==> src/design/isc_regs.svh <==
// register offsets, field positions, reset values and widths of the serial bus controller
// Notes on behaviour
// five byte registers at offsets 0x280..0x290, stride four, in lane 31:24
// external masters reach every controller register, but nothing else in peripheral space
// own slave address is matched only, never sent as an outgoing address
// own slave address sits in bits 7..1; bit 0 reserved, reads zero
// a matching calling address puts the controller into slave mode
// six-bit clock-rate code in bits 5..0 selects the system clock divider
// code-to-divider mapping follows the fixed 64-entry table
// clock and data lines are sampled at the prescaler rate
// a new clock-rate code takes effect at once, without reset or disable
// calling address is seven bits msb first plus one direction bit
// a master never sends a calling address equal to our own
// reserved bits and lanes read zero and ignore writes
// prescaler counts system clocks, reloads from divider, one tick per period
`ifndef ISC_REGS_SVH
`define ISC_REGS_SVH
`define ISC_OFS_OWN_ADDR  12'h280
`define ISC_OFS_DIVIDER   12'h284
`define ISC_OFS_CONTROL   12'h288
`define ISC_OFS_STATUS    12'h28c
`define ISC_OFS_XFER      12'h290
`define ISC_LANE_HI       31
`define ISC_LANE_LO       24
`define ISC_ADR_MASK      8'hfe
`define ISC_DIV_MASK      8'h3f
`define ISC_CTL_MASK      8'hf8
`define ISC_CTL_EN        7
`define ISC_CTL_TXAK      3
`define ISC_ST_TCF        7
`define ISC_ST_IAAS       6
`define ISC_ST_BUSY       5
`define ISC_ST_SRW        2
`define ISC_ST_RXAK       0
`define ISC_RST_BYTE      8'h00
`define ISC_BITS_PER_BYTE 4'h8
`define ISC_CODE_W        6
`define ISC_DIV_W         12
`endif

==> src/design/isc_pkg.sv <==
// types shared by the serial bus controller
package isc_pkg;
    // gray coded along idle -> address -> ack -> data
    typedef enum logic [1:0] {
        ISC_IDLE = 2'b00,
        ISC_ADDR = 2'b01,
        ISC_ACK  = 2'b11,
        ISC_DATA = 2'b10
    } isc_state_type;

    // one register access as presented on the peripheral port
    typedef struct packed {
        logic        wr;
        logic        ext;
        logic [11:0] addr;
        logic [31:0] wdata;
    } isc_req_type;

    // the two bus lines as seen or sampled
    typedef struct packed {
        logic scl;
        logic sda;
    } isc_line_type;
endpackage : isc_pkg

==> src/design/isc_ctrl.sv <==
// serial bus controller: register port, line sampling and slave address matching
`timescale 1ns/1ps
`include "isc_regs.svh"
module isc_ctrl import isc_pkg::*; (
    input  wire logic         mclk_in,
    input  wire logic         rstn_in,
    input  wire logic         req_valid_in,
    input  wire isc_req_type  req_in,
    output logic              ack_out,
    output logic              deny_out,
    output logic [31:0]       rdata_out,
    input  wire isc_line_type line_in,
    output logic              sda_out,
    output logic              sda_oe_out,
    output logic              scl_out,
    output logic              scl_oe_out
);
    logic [7:0]    own_addr_reg;
    logic [7:0]    div_code_reg;
    logic [7:0]    control_reg;
    logic [7:0]    xfer_reg;
    logic [7:0]    shift_reg;
    logic [3:0]    bit_cnt_reg;
    logic          srw_reg;
    logic          iaas_reg;
    logic          busy_reg;
    logic          rxak_reg;
    logic          tcf_reg;
    logic          rx_done;
    logic          tx_done;
    isc_state_type state_reg;
    isc_line_type  smp_reg;
    isc_line_type  prv_reg;
    logic          tick;
    logic          en;
    logic          in_win;
    logic          hit;
    logic          wr_hit;
    logic          rd_xfer;
    logic          start_det;
    logic          stop_det;
    logic          scl_rise;
    logic          scl_fall;
    logic          addr_match;

    // only aligned words inside the controller window count as ours
    function automatic logic isc_in_window(input logic [11:0] a);
        isc_in_window = (a >= `ISC_OFS_OWN_ADDR) && (a <= `ISC_OFS_XFER) && (a[1:0] == 2'b00);
    endfunction : isc_in_window

    // byte of the register selected by offset, reserved bits already zero
    function automatic logic [7:0] isc_read_byte(input logic [11:0] a, input logic [7:0] st);
        if (a == `ISC_OFS_OWN_ADDR) begin
            isc_read_byte = own_addr_reg;
        end else if (a == `ISC_OFS_DIVIDER) begin
            isc_read_byte = div_code_reg;
        end else if (a == `ISC_OFS_CONTROL) begin
            isc_read_byte = control_reg;
        end else if (a == `ISC_OFS_STATUS) begin
            isc_read_byte = st;
        end else if (a == `ISC_OFS_XFER) begin
            isc_read_byte = xfer_reg;
        end else begin
            isc_read_byte = 8'h00;
        end
    endfunction : isc_read_byte

    isc_prescaler u_prescaler (
        .mclk_in  (mclk_in),
        .rstn_in  (rstn_in),
        .code_in  (div_code_reg[`ISC_CODE_W-1:0]),
        .tick_out (tick)
    );

    // external masters may reach the controller window only; internal ones everywhere
    assign in_win  = isc_in_window(req_in.addr);
    assign hit     = req_valid_in && (in_win || !req_in.ext);
    assign wr_hit  = hit && req_in.wr && in_win;
    assign rd_xfer = hit && !req_in.wr && (req_in.addr == `ISC_OFS_XFER);
    assign en      = control_reg[`ISC_CTL_EN];

    // answer one cycle after the request; denied accesses neither read nor write
    always_ff @(posedge mclk_in or negedge rstn_in) begin
        if (!rstn_in) begin
            ack_out   <= 1'b0;
            deny_out  <= 1'b0;
            rdata_out <= 32'h0000_0000;
        end else begin
            ack_out   <= hit;
            deny_out  <= req_valid_in && !hit;
            rdata_out <= 32'h0000_0000; // lower lanes stay zero
            if (hit && !req_in.wr) begin
                rdata_out[`ISC_LANE_HI:`ISC_LANE_LO] <= isc_read_byte(req_in.addr,
                    {tcf_reg, iaas_reg, busy_reg, 2'b00, srw_reg, 1'b0, rxak_reg});
            end
        end
    end

    // software-written configuration; reserved bits masked on the way in
    always_ff @(posedge mclk_in or negedge rstn_in) begin
        if (!rstn_in) begin
            own_addr_reg <= `ISC_RST_BYTE;
            div_code_reg <= `ISC_RST_BYTE;
            control_reg  <= `ISC_RST_BYTE;
        end else if (wr_hit) begin
            if (req_in.addr == `ISC_OFS_OWN_ADDR) begin
                own_addr_reg <= req_in.wdata[`ISC_LANE_HI:`ISC_LANE_LO] & `ISC_ADR_MASK;
            end else if (req_in.addr == `ISC_OFS_DIVIDER) begin
                div_code_reg <= req_in.wdata[`ISC_LANE_HI:`ISC_LANE_LO] & `ISC_DIV_MASK;
            end else if (req_in.addr == `ISC_OFS_CONTROL) begin
                control_reg  <= req_in.wdata[`ISC_LANE_HI:`ISC_LANE_LO] & `ISC_CTL_MASK;
            end
        end
    end

    // transfer byte: software loads it, a received byte overwrites it
    always_ff @(posedge mclk_in or negedge rstn_in) begin
        if (!rstn_in) begin
            xfer_reg <= `ISC_RST_BYTE;
        end else if (rx_done) begin
            xfer_reg <= shift_reg;
        end else if (wr_hit && req_in.addr == `ISC_OFS_XFER) begin
            xfer_reg <= req_in.wdata[`ISC_LANE_HI:`ISC_LANE_LO];
        end
    end

    // byte-complete flag: reading the transfer byte clears it, a new byte wins
    always_ff @(posedge mclk_in or negedge rstn_in) begin
        if (!rstn_in) begin
            tcf_reg <= 1'b0;
        end else if (rx_done || tx_done) begin
            tcf_reg <= 1'b1;
        end else if (rd_xfer) begin
            tcf_reg <= 1'b0;
        end
    end

    // lines are only looked at on prescaler ticks, riding out slow edges
    always_ff @(posedge mclk_in or negedge rstn_in) begin
        if (!rstn_in) begin
            smp_reg <= '{scl: 1'b1, sda: 1'b1};
            prv_reg <= '{scl: 1'b1, sda: 1'b1};
        end else if (tick) begin
            smp_reg <= line_in;
            prv_reg <= smp_reg;
        end
    end

    assign start_det  = prv_reg.scl && smp_reg.scl && prv_reg.sda && !smp_reg.sda;
    assign stop_det   = prv_reg.scl && smp_reg.scl && !prv_reg.sda && smp_reg.sda;
    assign scl_rise   = !prv_reg.scl && smp_reg.scl;
    assign scl_fall   = prv_reg.scl && !smp_reg.scl;
    // seven received bits against our own; direction bit excluded
    assign addr_match = (shift_reg[7:1] == own_addr_reg[7:1]);
    assign rx_done    = tick && en && state_reg == ISC_DATA && scl_fall && bit_cnt_reg == `ISC_BITS_PER_BYTE
                        && !srw_reg;
    assign tx_done    = tick && en && state_reg == ISC_DATA && scl_fall && bit_cnt_reg == `ISC_BITS_PER_BYTE
                        && srw_reg;

    // bus busy between a start and a stop seen on the lines
    always_ff @(posedge mclk_in or negedge rstn_in) begin
        if (!rstn_in) begin
            busy_reg <= 1'b0;
        end else if (tick && start_det) begin
            busy_reg <= 1'b1;
        end else if (tick && stop_det) begin
            busy_reg <= 1'b0;
        end
    end

    // slave engine; outgoing addresses are never formed here, own address is matched only
    always_ff @(posedge mclk_in or negedge rstn_in) begin
        if (!rstn_in) begin
            state_reg   <= ISC_IDLE;
            bit_cnt_reg <= 4'h0;
            shift_reg   <= 8'h00;
            srw_reg     <= 1'b0;
            iaas_reg    <= 1'b0;
            rxak_reg    <= 1'b0;
            sda_oe_out  <= 1'b0;
        end else if (!en) begin
            // disabled: release the line and wait for the next start
            state_reg   <= ISC_IDLE;
            iaas_reg    <= 1'b0;
            sda_oe_out  <= 1'b0;
        end else if (tick) begin
            if (start_det) begin
                state_reg   <= ISC_ADDR; // repeated start lands here too
                bit_cnt_reg <= 4'h0;
                iaas_reg    <= 1'b0;
                sda_oe_out  <= 1'b0;
            end else if (stop_det) begin
                state_reg   <= ISC_IDLE;
                iaas_reg    <= 1'b0;
                sda_oe_out  <= 1'b0;
            end else begin
                case (state_reg)
                    ISC_ADDR: begin
                        if (scl_rise) begin
                            shift_reg   <= {shift_reg[6:0], smp_reg.sda}; // msb first
                            bit_cnt_reg <= bit_cnt_reg + 4'h1;
                        end else if (scl_fall && bit_cnt_reg == `ISC_BITS_PER_BYTE) begin
                            if (addr_match) begin
                                state_reg  <= ISC_ACK;
                                srw_reg    <= shift_reg[0];
                                iaas_reg   <= 1'b1;
                                sda_oe_out <= 1'b1; // acknowledge the call
                            end else begin
                                state_reg  <= ISC_IDLE;
                            end
                        end
                    end
                    ISC_ACK: begin
                        if (scl_rise && !sda_oe_out) begin
                            rxak_reg <= smp_reg.sda; // master's answer to our byte
                        end else if (scl_fall) begin
                            bit_cnt_reg <= 4'h0;
                            if (srw_reg && !sda_oe_out && rxak_reg) begin
                                state_reg  <= ISC_IDLE; // no ack: master wants no more
                                sda_oe_out <= 1'b0;
                            end else if (srw_reg) begin
                                state_reg  <= ISC_DATA;
                                shift_reg  <= xfer_reg;
                                sda_oe_out <= !xfer_reg[7];
                            end else begin
                                state_reg  <= ISC_DATA;
                                sda_oe_out <= 1'b0;
                            end
                        end
                    end
                    ISC_DATA: begin
                        if (scl_rise) begin
                            bit_cnt_reg <= bit_cnt_reg + 4'h1;
                            if (!srw_reg) begin
                                shift_reg <= {shift_reg[6:0], smp_reg.sda};
                            end
                        end else if (scl_fall && bit_cnt_reg == `ISC_BITS_PER_BYTE) begin
                            state_reg  <= ISC_ACK;
                            sda_oe_out <= !srw_reg && !control_reg[`ISC_CTL_TXAK];
                        end else if (scl_fall && srw_reg) begin
                            shift_reg  <= {shift_reg[6:0], 1'b0};
                            sda_oe_out <= !shift_reg[6];
                        end
                    end
                    default: begin
                        sda_oe_out <= 1'b0;
                    end
                endcase
            end
        end
    end

    // open drain: the pin only ever pulls low; the clock line is never stretched
    always_ff @(posedge mclk_in or negedge rstn_in) begin
        if (!rstn_in) begin
            sda_out    <= 1'b0;
            scl_out    <= 1'b0;
            scl_oe_out <= 1'b0;
        end else begin
            sda_out    <= 1'b0;
            scl_out    <= 1'b0;
            scl_oe_out <= 1'b0;
        end
    end
endmodule : isc_ctrl

==> src/design/isc_prescaler.sv <==
// clock-rate prescaler: table lookup and reloading counter giving one tick per period
`timescale 1ns/1ps
`include "isc_regs.svh"
module isc_prescaler import isc_pkg::*; (
    input  wire logic                   mclk_in,
    input  wire logic                   rstn_in,
    input  wire logic [`ISC_CODE_W-1:0] code_in,
    output logic                        tick_out
);
    logic [`ISC_DIV_W-1:0] cnt_reg;
    logic [`ISC_DIV_W-1:0] div;

    // divider table, three codes to a line
    function automatic logic [`ISC_DIV_W-1:0] isc_divider(input logic [`ISC_CODE_W-1:0] c);
        case (c)
            6'h00: isc_divider = 12'd28;   6'h01: isc_divider = 12'd30;   6'h02: isc_divider = 12'd34;
            6'h03: isc_divider = 12'd40;   6'h04: isc_divider = 12'd44;   6'h05: isc_divider = 12'd48;
            6'h06: isc_divider = 12'd56;   6'h07: isc_divider = 12'd68;   6'h08: isc_divider = 12'd80;
            6'h09: isc_divider = 12'd88;   6'h0a: isc_divider = 12'd104;  6'h0b: isc_divider = 12'd128;
            6'h0c: isc_divider = 12'd144;  6'h0d: isc_divider = 12'd160;  6'h0e: isc_divider = 12'd192;
            6'h0f: isc_divider = 12'd240;  6'h10: isc_divider = 12'd288;  6'h11: isc_divider = 12'd320;
            6'h12: isc_divider = 12'd384;  6'h13: isc_divider = 12'd480;  6'h14: isc_divider = 12'd576;
            6'h15: isc_divider = 12'd640;  6'h16: isc_divider = 12'd768;  6'h17: isc_divider = 12'd960;
            6'h18: isc_divider = 12'd1152; 6'h19: isc_divider = 12'd1280; 6'h1a: isc_divider = 12'd1536;
            6'h1b: isc_divider = 12'd1920; 6'h1c: isc_divider = 12'd2304; 6'h1d: isc_divider = 12'd2560;
            6'h1e: isc_divider = 12'd3072; 6'h1f: isc_divider = 12'd3840; 6'h20: isc_divider = 12'd20;
            6'h21: isc_divider = 12'd22;   6'h22: isc_divider = 12'd24;   6'h23: isc_divider = 12'd26;
            6'h24: isc_divider = 12'd28;   6'h25: isc_divider = 12'd32;   6'h26: isc_divider = 12'd36;
            6'h27: isc_divider = 12'd40;   6'h28: isc_divider = 12'd48;   6'h29: isc_divider = 12'd56;
            6'h2a: isc_divider = 12'd64;   6'h2b: isc_divider = 12'd72;   6'h2c: isc_divider = 12'd80;
            6'h2d: isc_divider = 12'd96;   6'h2e: isc_divider = 12'd112;  6'h2f: isc_divider = 12'd128;
            6'h30: isc_divider = 12'd160;  6'h31: isc_divider = 12'd192;  6'h32: isc_divider = 12'd224;
            6'h33: isc_divider = 12'd256;  6'h34: isc_divider = 12'd320;  6'h35: isc_divider = 12'd384;
            6'h36: isc_divider = 12'd448;  6'h37: isc_divider = 12'd512;  6'h38: isc_divider = 12'd640;
            6'h39: isc_divider = 12'd768;  6'h3a: isc_divider = 12'd896;  6'h3b: isc_divider = 12'd1024;
            6'h3c: isc_divider = 12'd1280; 6'h3d: isc_divider = 12'd1536; 6'h3e: isc_divider = 12'd1792;
            default: isc_divider = 12'd2048;
        endcase
    endfunction : isc_divider

    assign div = isc_divider(code_in);

    // ">=" rather than "==": a smaller divider written mid-count wraps at once
    always_ff @(posedge mclk_in or negedge rstn_in) begin
        if (!rstn_in) begin
            cnt_reg  <= 12'h000;
            tick_out <= 1'b0;
        end else if (cnt_reg >= div - 12'h001) begin
            cnt_reg  <= 12'h000;
            tick_out <= 1'b1;
        end else begin
            cnt_reg  <= cnt_reg + 12'h001;
            tick_out <= 1'b0;
        end
    end
endmodule : isc_prescaler

==> config.mk <==
export PLATFORM = sky130hd
export DESIGN_NAME = isc_ctrl
export DESIGN_NICKNAME = d
export VERILOG_FILES = /design/src/design/isc_pkg.sv /design/src/design/isc_ctrl.sv /design/src/design/isc_prescaler.sv
export VERILOG_INCLUDE_DIRS = /design/src /design/src/design
export SDC_FILE = /design/constraint.sdc
export NUM_CORES = 1
export LEC_CHECK = 0
export ABC_AREA = 1
export BUFFER_PORTS_ARGS = -buffer_cell sky130_fd_sc_hd__buf_4
export CAP_MARGIN = 30
export CORE_MARGIN = 3
export CORE_UTILIZATION = 40
export DETAILED_ROUTE_END_ITERATION = 16
export HOLD_SLACK_MARGIN = 0.12
export PLACE_DENSITY_LB_ADDON = 0.08
export SLEW_MARGIN = 20
export SYNTH_ARGS = -nofsm -noshare
export SYNTH_HDL_FRONTEND = slang
export SYNTH_HIERARCHICAL = 1
export SYNTH_SLANG_ARGS = --single-unit
==> constraint.sdc <==
create_clock -name mclk_in -period 3.6 [get_ports mclk_in]
set_input_delay 0.54 -clock mclk_in [delete_from_list [all_inputs] [get_ports mclk_in]]
set_output_delay 0.54 -clock mclk_in [all_outputs]
set_load 0.005 [all_outputs]
; After elaboration in Yosys (flattened, before gate mapping)
; Memories as Yosys holds them, arrays and structs flattened.
; Index checks and enable logic that the tools add are counted.
[totals]
elab_cells = 194
regBits = 73
memories = 1
romBits = 704
output_inout_bits = 38
in_bits = 51
[memory_table]
columns = name, words, width, read_ports, rd_ports_with_merged_regs, wr, line
row1 = (name not given), 64, 11, 1, 0, 0, isc_prescaler.sv:15  ; case (c)
[classes]
order_cmp = 3
bitwise_logic = 5
eq_ne = 36
n_mux = 63
n_reduce_logical = 61
add_sub_neg = 3
[ops]
columns = op, n
row1 = 8-bit two-way mux, 17
row2 = "12-bit by 10-bit equality test with 1-bit output, second input constant", 5
row3 = 1-bit logical AND, 30
row4 = "5-bit inequality test, second input constant", 6
row5 = 1-bit two-way mux, 24
row6 = 2-bit two-way mux, 12
row7 = 8-bit one-hot mux with 3 select lines, 1
row8 = 8-bit AND reduction, 3
row9 = 4-bit two-way mux, 5
row10 = 13-bit AND reduction, 1
row11 = "12-bit by 1-bit adder with 12-bit output, second input constant", 1
row12 = "12-bit by 10-bit >= comparator with 1-bit output, second input constant", 1
row13 = 12-bit >= comparator, 1
row14 = "12-bit by 10-bit less-or-equal comparator with 1-bit output, second input constant", 1
row15 = 1-bit logical NOT, 12
row16 = 12-bit two-way mux, 1
row17 = "2-bit inequality test, second input constant", 6
row18 = "3-bit inequality test, second input constant", 4
row19 = "4-bit by 1-bit inequality test with 1-bit output, second input constant", 3
row20 = "12-bit by 1-bit subtractor with 12-bit output, second input constant", 1
row21 = 4-bit one-hot mux with 2 select lines, 1
row22 = 7-bit equality test, 1
row23 = 7-bit AND reduction, 1
row24 = "6-bit by 1-bit inequality test with 1-bit output, second input constant", 1
row25 = 23 further kinds, 32

; Logic depth before layout (Yosys ltp)
; Gate-level depths: netlist of run 1.
[depth]
word_depth = 11
mapped_depth = 20

; By module
; Netlist of run 1, hierarchy kept.
[modules_own_cells]
columns = module, area_each_um2, cells_per_inst, n_inst
row1 = isc_ctrl, 3774.9, 511, 1
row2 = isc_prescaler, 1601.5, 248, 1

; Least setup slack after synthesis of run 1
; Ideal clock, no wire load.
[synth_timing]
kind = flip-flop to flip-flop
start = register div_code_reg[0]
end = register u_prescaler.cnt_reg[11]
arrival_ns = 2.802
path_buffers = 1
path_stages_with_launch = 18
setup_slack_ns = 0.666
required_time_ns = 3.468
setup_ns = 0.132
path_cell_list = dfrtp_1 -> inv_1 -> ha_1 -> inv_1 -> nand2_2 -> a21oi_1 -> o21ai_2 -> nand2_2 -> nor2_4 -> nand2_1 -> xor2_1 -> ha_1 -> nand2_1 -> o21ai_0 -> nand2_1 -> o2111ai_1 -> clkbuf_1 -> nor2_1
[synth_between]
elab_chain_cells = 4
[synth_lines]
columns = element, line
row1 = from (decl), isc_ctrl.sv:19  ; logic [7:0] div_code_reg;
row2 = from (signal assigned), isc_ctrl.sv:103  ; div_code_reg <= `ISC_RST_BYTE;
row3 = from (signal assigned), isc_ctrl.sv:109  ; div_code_reg <= req_in.wdata[`ISC_LANE_HI:`ISC_LANE_LO] & `ISC_DIV_MASK;
row4 = memory read 64 x 11 bit, n/a
row5 = 12-bit by 1-bit subtractor with 12-bit output, isc_prescaler.sv:48  ; end else if (cnt_reg >= div - 12'h001) begin
row6 = 12-bit >= comparator, isc_prescaler.sv:48
row7 = 12-bit two-way mux, isc_prescaler.sv:48
row8 = to (signal assigned), isc_prescaler.sv:52  ; cnt_reg <= cnt_reg + 12'h001;
row9 = to (decl), isc_prescaler.sv:10  ; logic [`ISC_DIV_W-1:0] cnt_reg;
; Every way passes these cells.
; A chain may end at the register's enable or synchronous reset.

; Worst setup path after layout of run 1
[layout_timing]
start = register div_code_reg[0]
end = register u_prescaler.cnt_reg[8]
; The elaborated chain is that of the path after synthesis.

==> impl_metrics.tcl, run 1 <==
set metrics [dict create \
    initial_utilization 0.418 \
    worst_pin_slew_ns 0.699 \
    postRouteAntennaNets 0 \
    clock-sinks 73 \
    syn_area_per_cell_um2 7.08 \
    cts_buffers 9 \
    post-route-cell-area_mm2 0.00601 \
    grt_usage 0.189 \
    worstSetupEndpointType "register" \
    vias 4831 \
    period_needed_ns 3.25 \
    cp_top_family "simple AND/OR/NAND/NOR gates" \
    antenna_found_initial 0 \
    finalSetupViolCount 0 \
    place.gp.congestion 0.904 \
    worst-path-max-fanout 13 \
    start_kind "register" \
    htreeDepth 3 \
    cts_tree "built" \
    fin_setup_tns_ns 0 \
    max_freq_ghz 0.308 \
    synth-async-reset-ratio 1.00 \
    die_area_mm2 0.0149 \
    layout_common_cells "nand2_1, nor2_1, nand3_1" \
    coreArea_mm2 0.0129 \
    ios 89 \
    yosys_warnings 6 \
    drc 0 \
    cp_slowest_cell "dfrtp_1" \
    area_delta_synth_final_pct 11.7 \
    cts-root-buf "clkbuf_16" \
    die_x_um 122 \
    slew_headroom 0.533 \
    cts_setup_buffers 0 \
    max-vdd-ir-drop_uv 167 \
    largest_reg_flops 12 \
    grt_pass1_wl_mm 22.5 \
    critPathMaxStageDelay_ns 0.51 \
    max-cap-violations 0 \
    firstDrtPassIters 7 \
    hold_path_class "primary input to register" \
    synth_edf_count 0 \
    grt_max_degree 74 \
    clkLatencyLatePin_ns 0.34 \
    power_density_mw_per_mm2 383 \
    drive_above_1_share 0.145 \
    num_antenna_cells 0 \
    syn_inst 759 \
    dpl.hpwl_mm 9.98 \
    port_buffers 37 \
    globalRouteOverflowTotal 0 \
    ys_ff_latch 73 \
    critPathKind "register to register" \
    layout_commonest_cell "nand2_1" \
    finClkSkew_ns 0.00836 \
    die_y_um 122 \
    path_buf_inv 3 \
    period_share 0.903 \
    rows 41 \
    wl_mm 13.2 \
    cp_common_cell "nand2_1" \
    fin_nets 868 \
    vias_per_cell 4.97 \
    drt_iter0_drc 325 \
    rsz0062_at_grt "false" \
    status "finished, final reports clean" \
    cp.arrival_ns 3.49 \
    clk_pin_slew_ns 0.06 \
    synthesis.area_mm2 0.00538 \
    drv_slew 0 \
    required_ns 3.84 \
    postCtsResizedCells 0 \
    leakagePower_nw 3.00 \
    cts_hold_buf 0 \
    finalHoldViolCount 0 \
    synth.distinct_cells 42 \
    routedWlPerCell_um 13.6 \
    synth_flop_cell "dfrtp_1" \
    max-clock-path-buffers 2 \
    grt_pass1_vias 4638 \
    placed_cell_area_mm2 0.00564 \
    ys_seq_area_frac 0.341 \
    crit_path_cell_trace "inv_1 > ha_1 > inv_1 > nand2_2 > nand3_1 > nand2_1 > nand2_1 > nand3_2 > nand2_1 > nor2_4 > nand2_1 > xor2_1 > ha_1 > a21oi_1 > o21ai_0 > nand2_1 > o2111ai_1 > buf_4 > a211oi_1" \
]
final cells by class:
cell class | instances | area (um^2)
Timing Repair Buffer | 42 | 338
Tap cell | 172 | 215
Clock buffer | 9 | 225
Fill cell | 1354 | 6870
Inverter | 76 | 288
Clock inverter | 7 | 103
Sequential cell | 73 | 1830
Multi-Input combinational cell | 593 | 3010
logic make-up after synthesis:
group           share of synthesized area
buf+inv                             0.118
compound gates                      0.101
fa+ha+maj                          0.0512
other cells                      0.000697
xor+xnor                           0.0293
flops                               0.341
simple gates                        0.359
per-stage QoR:
step,cells,hold slack [ns],worst slack (ns),power [mW],util
floorplan,785,0.244,0.666,1.22,-
global placement,954,0.456,0.448,1.32,0.438
detailed placement,954,0.459,0.340,1.33,0.438
CTS,970,0.362,0.334,2.32,0.464
global route,972,0.384,0.0391,2.43,0.467
finish,972,0.377,0.351,2.30,0.467
worst paths after layout:
kind / start / end / slack, ns / cells past startpoint
min in group asynchronous: rstn_in / ack_out / 0.65 / 2
max reg2reg: div_code_reg[0] / u_prescaler/cnt_reg[8] / 0.35 / 19
max in group asynchronous: rstn_in / prv_reg[1] / 2.34 / 3
min reg2reg: control_reg[5] / control_reg[5] / 0.47 / 2
min: req_in[44] / ack_out / 0.38 / 2
max: div_code_reg[0] / u_prescaler/cnt_reg[8] / 0.35 / 19
per-layer routing:
metal / wire, um / global-route usage
met4: 150 / 0.0581
met5: 0 / 0
met1: 6060 / 0.246
met3: 447 / 0.0260
met2: 6570 / 0.328
power breakdown:
part / leakage, nW / switching [mW] / total (mW) / internal [mW]
sequential: 0.946 / 0.0750 / 0.978 / 0.903
clock: 0.156 / 0.375 / 0.987 / 0.613
combinational: 1.90 / 0.209 / 0.335 / 0.126
Yosys cell counts, drive strengths merged, types with 4 or more instances:
master / instances / area [um^2]
xor2: 6 / 52.6
dfrtp: 69 / 1730
nand4: 6 / 37.5
o21ai: 43 / 260
nand2: 234 / 942
buf: 41 / 330
xnor2: 12 / 105
nand3: 87 / 480
inv: 74 / 280
ha: 22 / 275
nor2: 90 / 375
a21oi: 42 / 218
dfstp: 4 / 105
nor3: 11 / 66.3
No activity file was read; power rests on OpenSTA's default activity.
==> inputs of run 2 (changes only) <==
Settings changed: CORE_ASPECT_RATIO set to 0.75.
==> run 2 against run 1 <==
  * Non-clock buffer count is 1 higher
  * Via count is 0.21% higher
  * Routed wire length is 4.0% higher
  * Sequential power hardly changed
  * First-iteration DRC count is 31% higher
  * Sequential share of layout area hardly changed
==> impl_metrics.tcl, run 2 (synthesis gave the netlist of run 1 again) <==
set metrics [dict create \
    drv_slew 0 \
    max-vdd-ir-drop_uv 304 \
    vias_per_cell 4.98 \
    post-route-cell-area_mm2 0.00601 \
    clock-sinks 73 \
    critPathLaunch "div_code_reg[0]" \
    required_ns 3.86 \
    cts_setup_buffers 0 \
    cts_buffers 9 \
    start_kind "register" \
    clk_pin_slew_ns 0.06 \
    layout_commonest_cell "nand2_1" \
    htreeDepth 3 \
    fin_nets 869 \
    finClkSkew_ns 0.00869 \
    drive_above_1_share 0.147 \
    cts_hold_buf 0 \
    dpl.hpwl_mm 10.4 \
    largest_reg_flops 12 \
    antenna_found_initial 0 \
    vias 4841 \
    p_clk_frac 0.431 \
    critPathKind "register to register" \
    drc 0 \
    place.gp.congestion 0.886 \
    worst_pin_slew_ns 0.761 \
    period_share 0.884 \
    ios 89 \
    die_y_um 106 \
    area_delta_synth_final_pct 11.8 \
    max_freq_ghz 0.314 \
    cellInternalPower_mw 1.66 \
    power_switching_mw 0.651 \
    layout_common_cells "nand2_1, nor2_1, nand3_1" \
    cts-root-buf "clkbuf_16" \
    power_density_mw_per_mm2 384 \
    slew_headroom 0.491 \
    postRouteAntennaNets 0 \
    finalHoldViolCount 0 \
    swShare 0.282 \
    wl_mm 13.8 \
    worstSetupEndpointType "register" \
    firstDrtPassIters 5 \
    hold_path_class "primary input to async pin" \
    regToRegStartpoint "div_code_reg[0]" \
    grt_usage 0.194 \
    status "finished, final reports clean" \
    grt_max_degree 74 \
    worst-path-max-fanout 13 \
    globalRouteOverflowTotal 0 \
    cp.arrival_ns 3.44 \
    grt_pass1_wl_mm 23.4 \
    max-clock-path-buffers 2 \
    initial_utilization 0.412 \
    fillers 1363 \
    port_buffers 37 \
    finalSetupViolCount 0 \
    grt_pass1_vias 4617 \
    fin_setup_tns_ns 0 \
    rsz0062_at_grt "false" \
    clkLatencyLatePin_ns 0.34 \
    coreArea_mm2 0.0131 \
    postCtsResizedCells 0 \
    fin_util 0.460 \
    r2r_slack_ns 0.42 \
    routedWlPerCell_um 14.2 \
    num_antenna_cells 0 \
    die_area_mm2 0.0149 \
    rows 36 \
    pwr-share-comb 0.144 \
    pwr-share-seq 0.424 \
    drt_iter0_drc 427 \
    max-cap-violations 0 \
    leakagePower_nw 3.00 \
    period_needed_ns 3.18 \
    placed_cell_area_mm2 0.00566 \
    cts_tree "built" \
    die_x_um 140 \
]
## run 2: layout make-up
cell class	count	area [um^2]	area share
clock buffer	10	239	0.0397
clock inverter	6	91.3	0.0152
inverter	76	288	0.0479
multi-input combinational	593	3010	0.500
sequential	73	1830	0.305
tap	171	214	0.0356
timing repair buffer	43	343	0.0570
## run 2: power groups by stage
stage	clock (mW)	sequential, mW	combinational [mW]
2_1_floorplan	0	0.962	0.261
3_3_place_gp	0	0.992	0.325
3_5_place_dp	0	0.995	0.334
4_1_cts	1.02	0.980	0.335
5_1_grt	1.05	0.993	0.397
6_report	0.995	0.979	0.332
## run 2: worst max-delay path, stage by stage, from the launching register on
cell	delay, ns
dfrtp_1	0.49
inv_1	0.15
ha_1	0.34
inv_1	0.07
nand2_2	0.12
a21oi_1	0.11
o21ai_2	0.24
nand2_2	0.10
nor2_4	0.19
nand2_1	0.08
xor2_1	0.16
ha_1	0.31
a21oi_1	0.13
o21ai_0	0.09
nand2_1	0.06
o2111ai_1	0.10
buf_4	0.19
nor3b_1	0.17
## run 2: per-layer routing
layer	track usage	up-vias	part of all wire
met4	0.0325	0	0.0043
met1	0.298	2235	0.52
met2	0.280	141	0.41
li1	-	2459	-
met5	0	-	0
met3	0.0436	6	0.065
## run 2: metrics by stage
stage          setup slack, ns  std cells  total power, mW  hold WS, ns
3_5_place_dp             0.397        955             1.33        0.460
6_report                 0.419        972             2.31        0.120
2_1_floorplan            0.666        785             1.22        0.244
3_3_place_gp             0.416        955             1.32        0.458
5_1_grt                 0.0264        972             2.44        0.145
4_1_cts                  0.388        971             2.33        0.376
## run 2: path summary, 6_finish.rpt
kind,end,cells past startpoint
max,u_prescaler/cnt_reg[2],17
min,deny_out,1
max reg2reg,u_prescaler/cnt_reg[2],17
min reg2reg,tcf_reg,2
max in group asynchronous,u_prescaler/tick_out,2
min in group mclk_in,ack_out,2
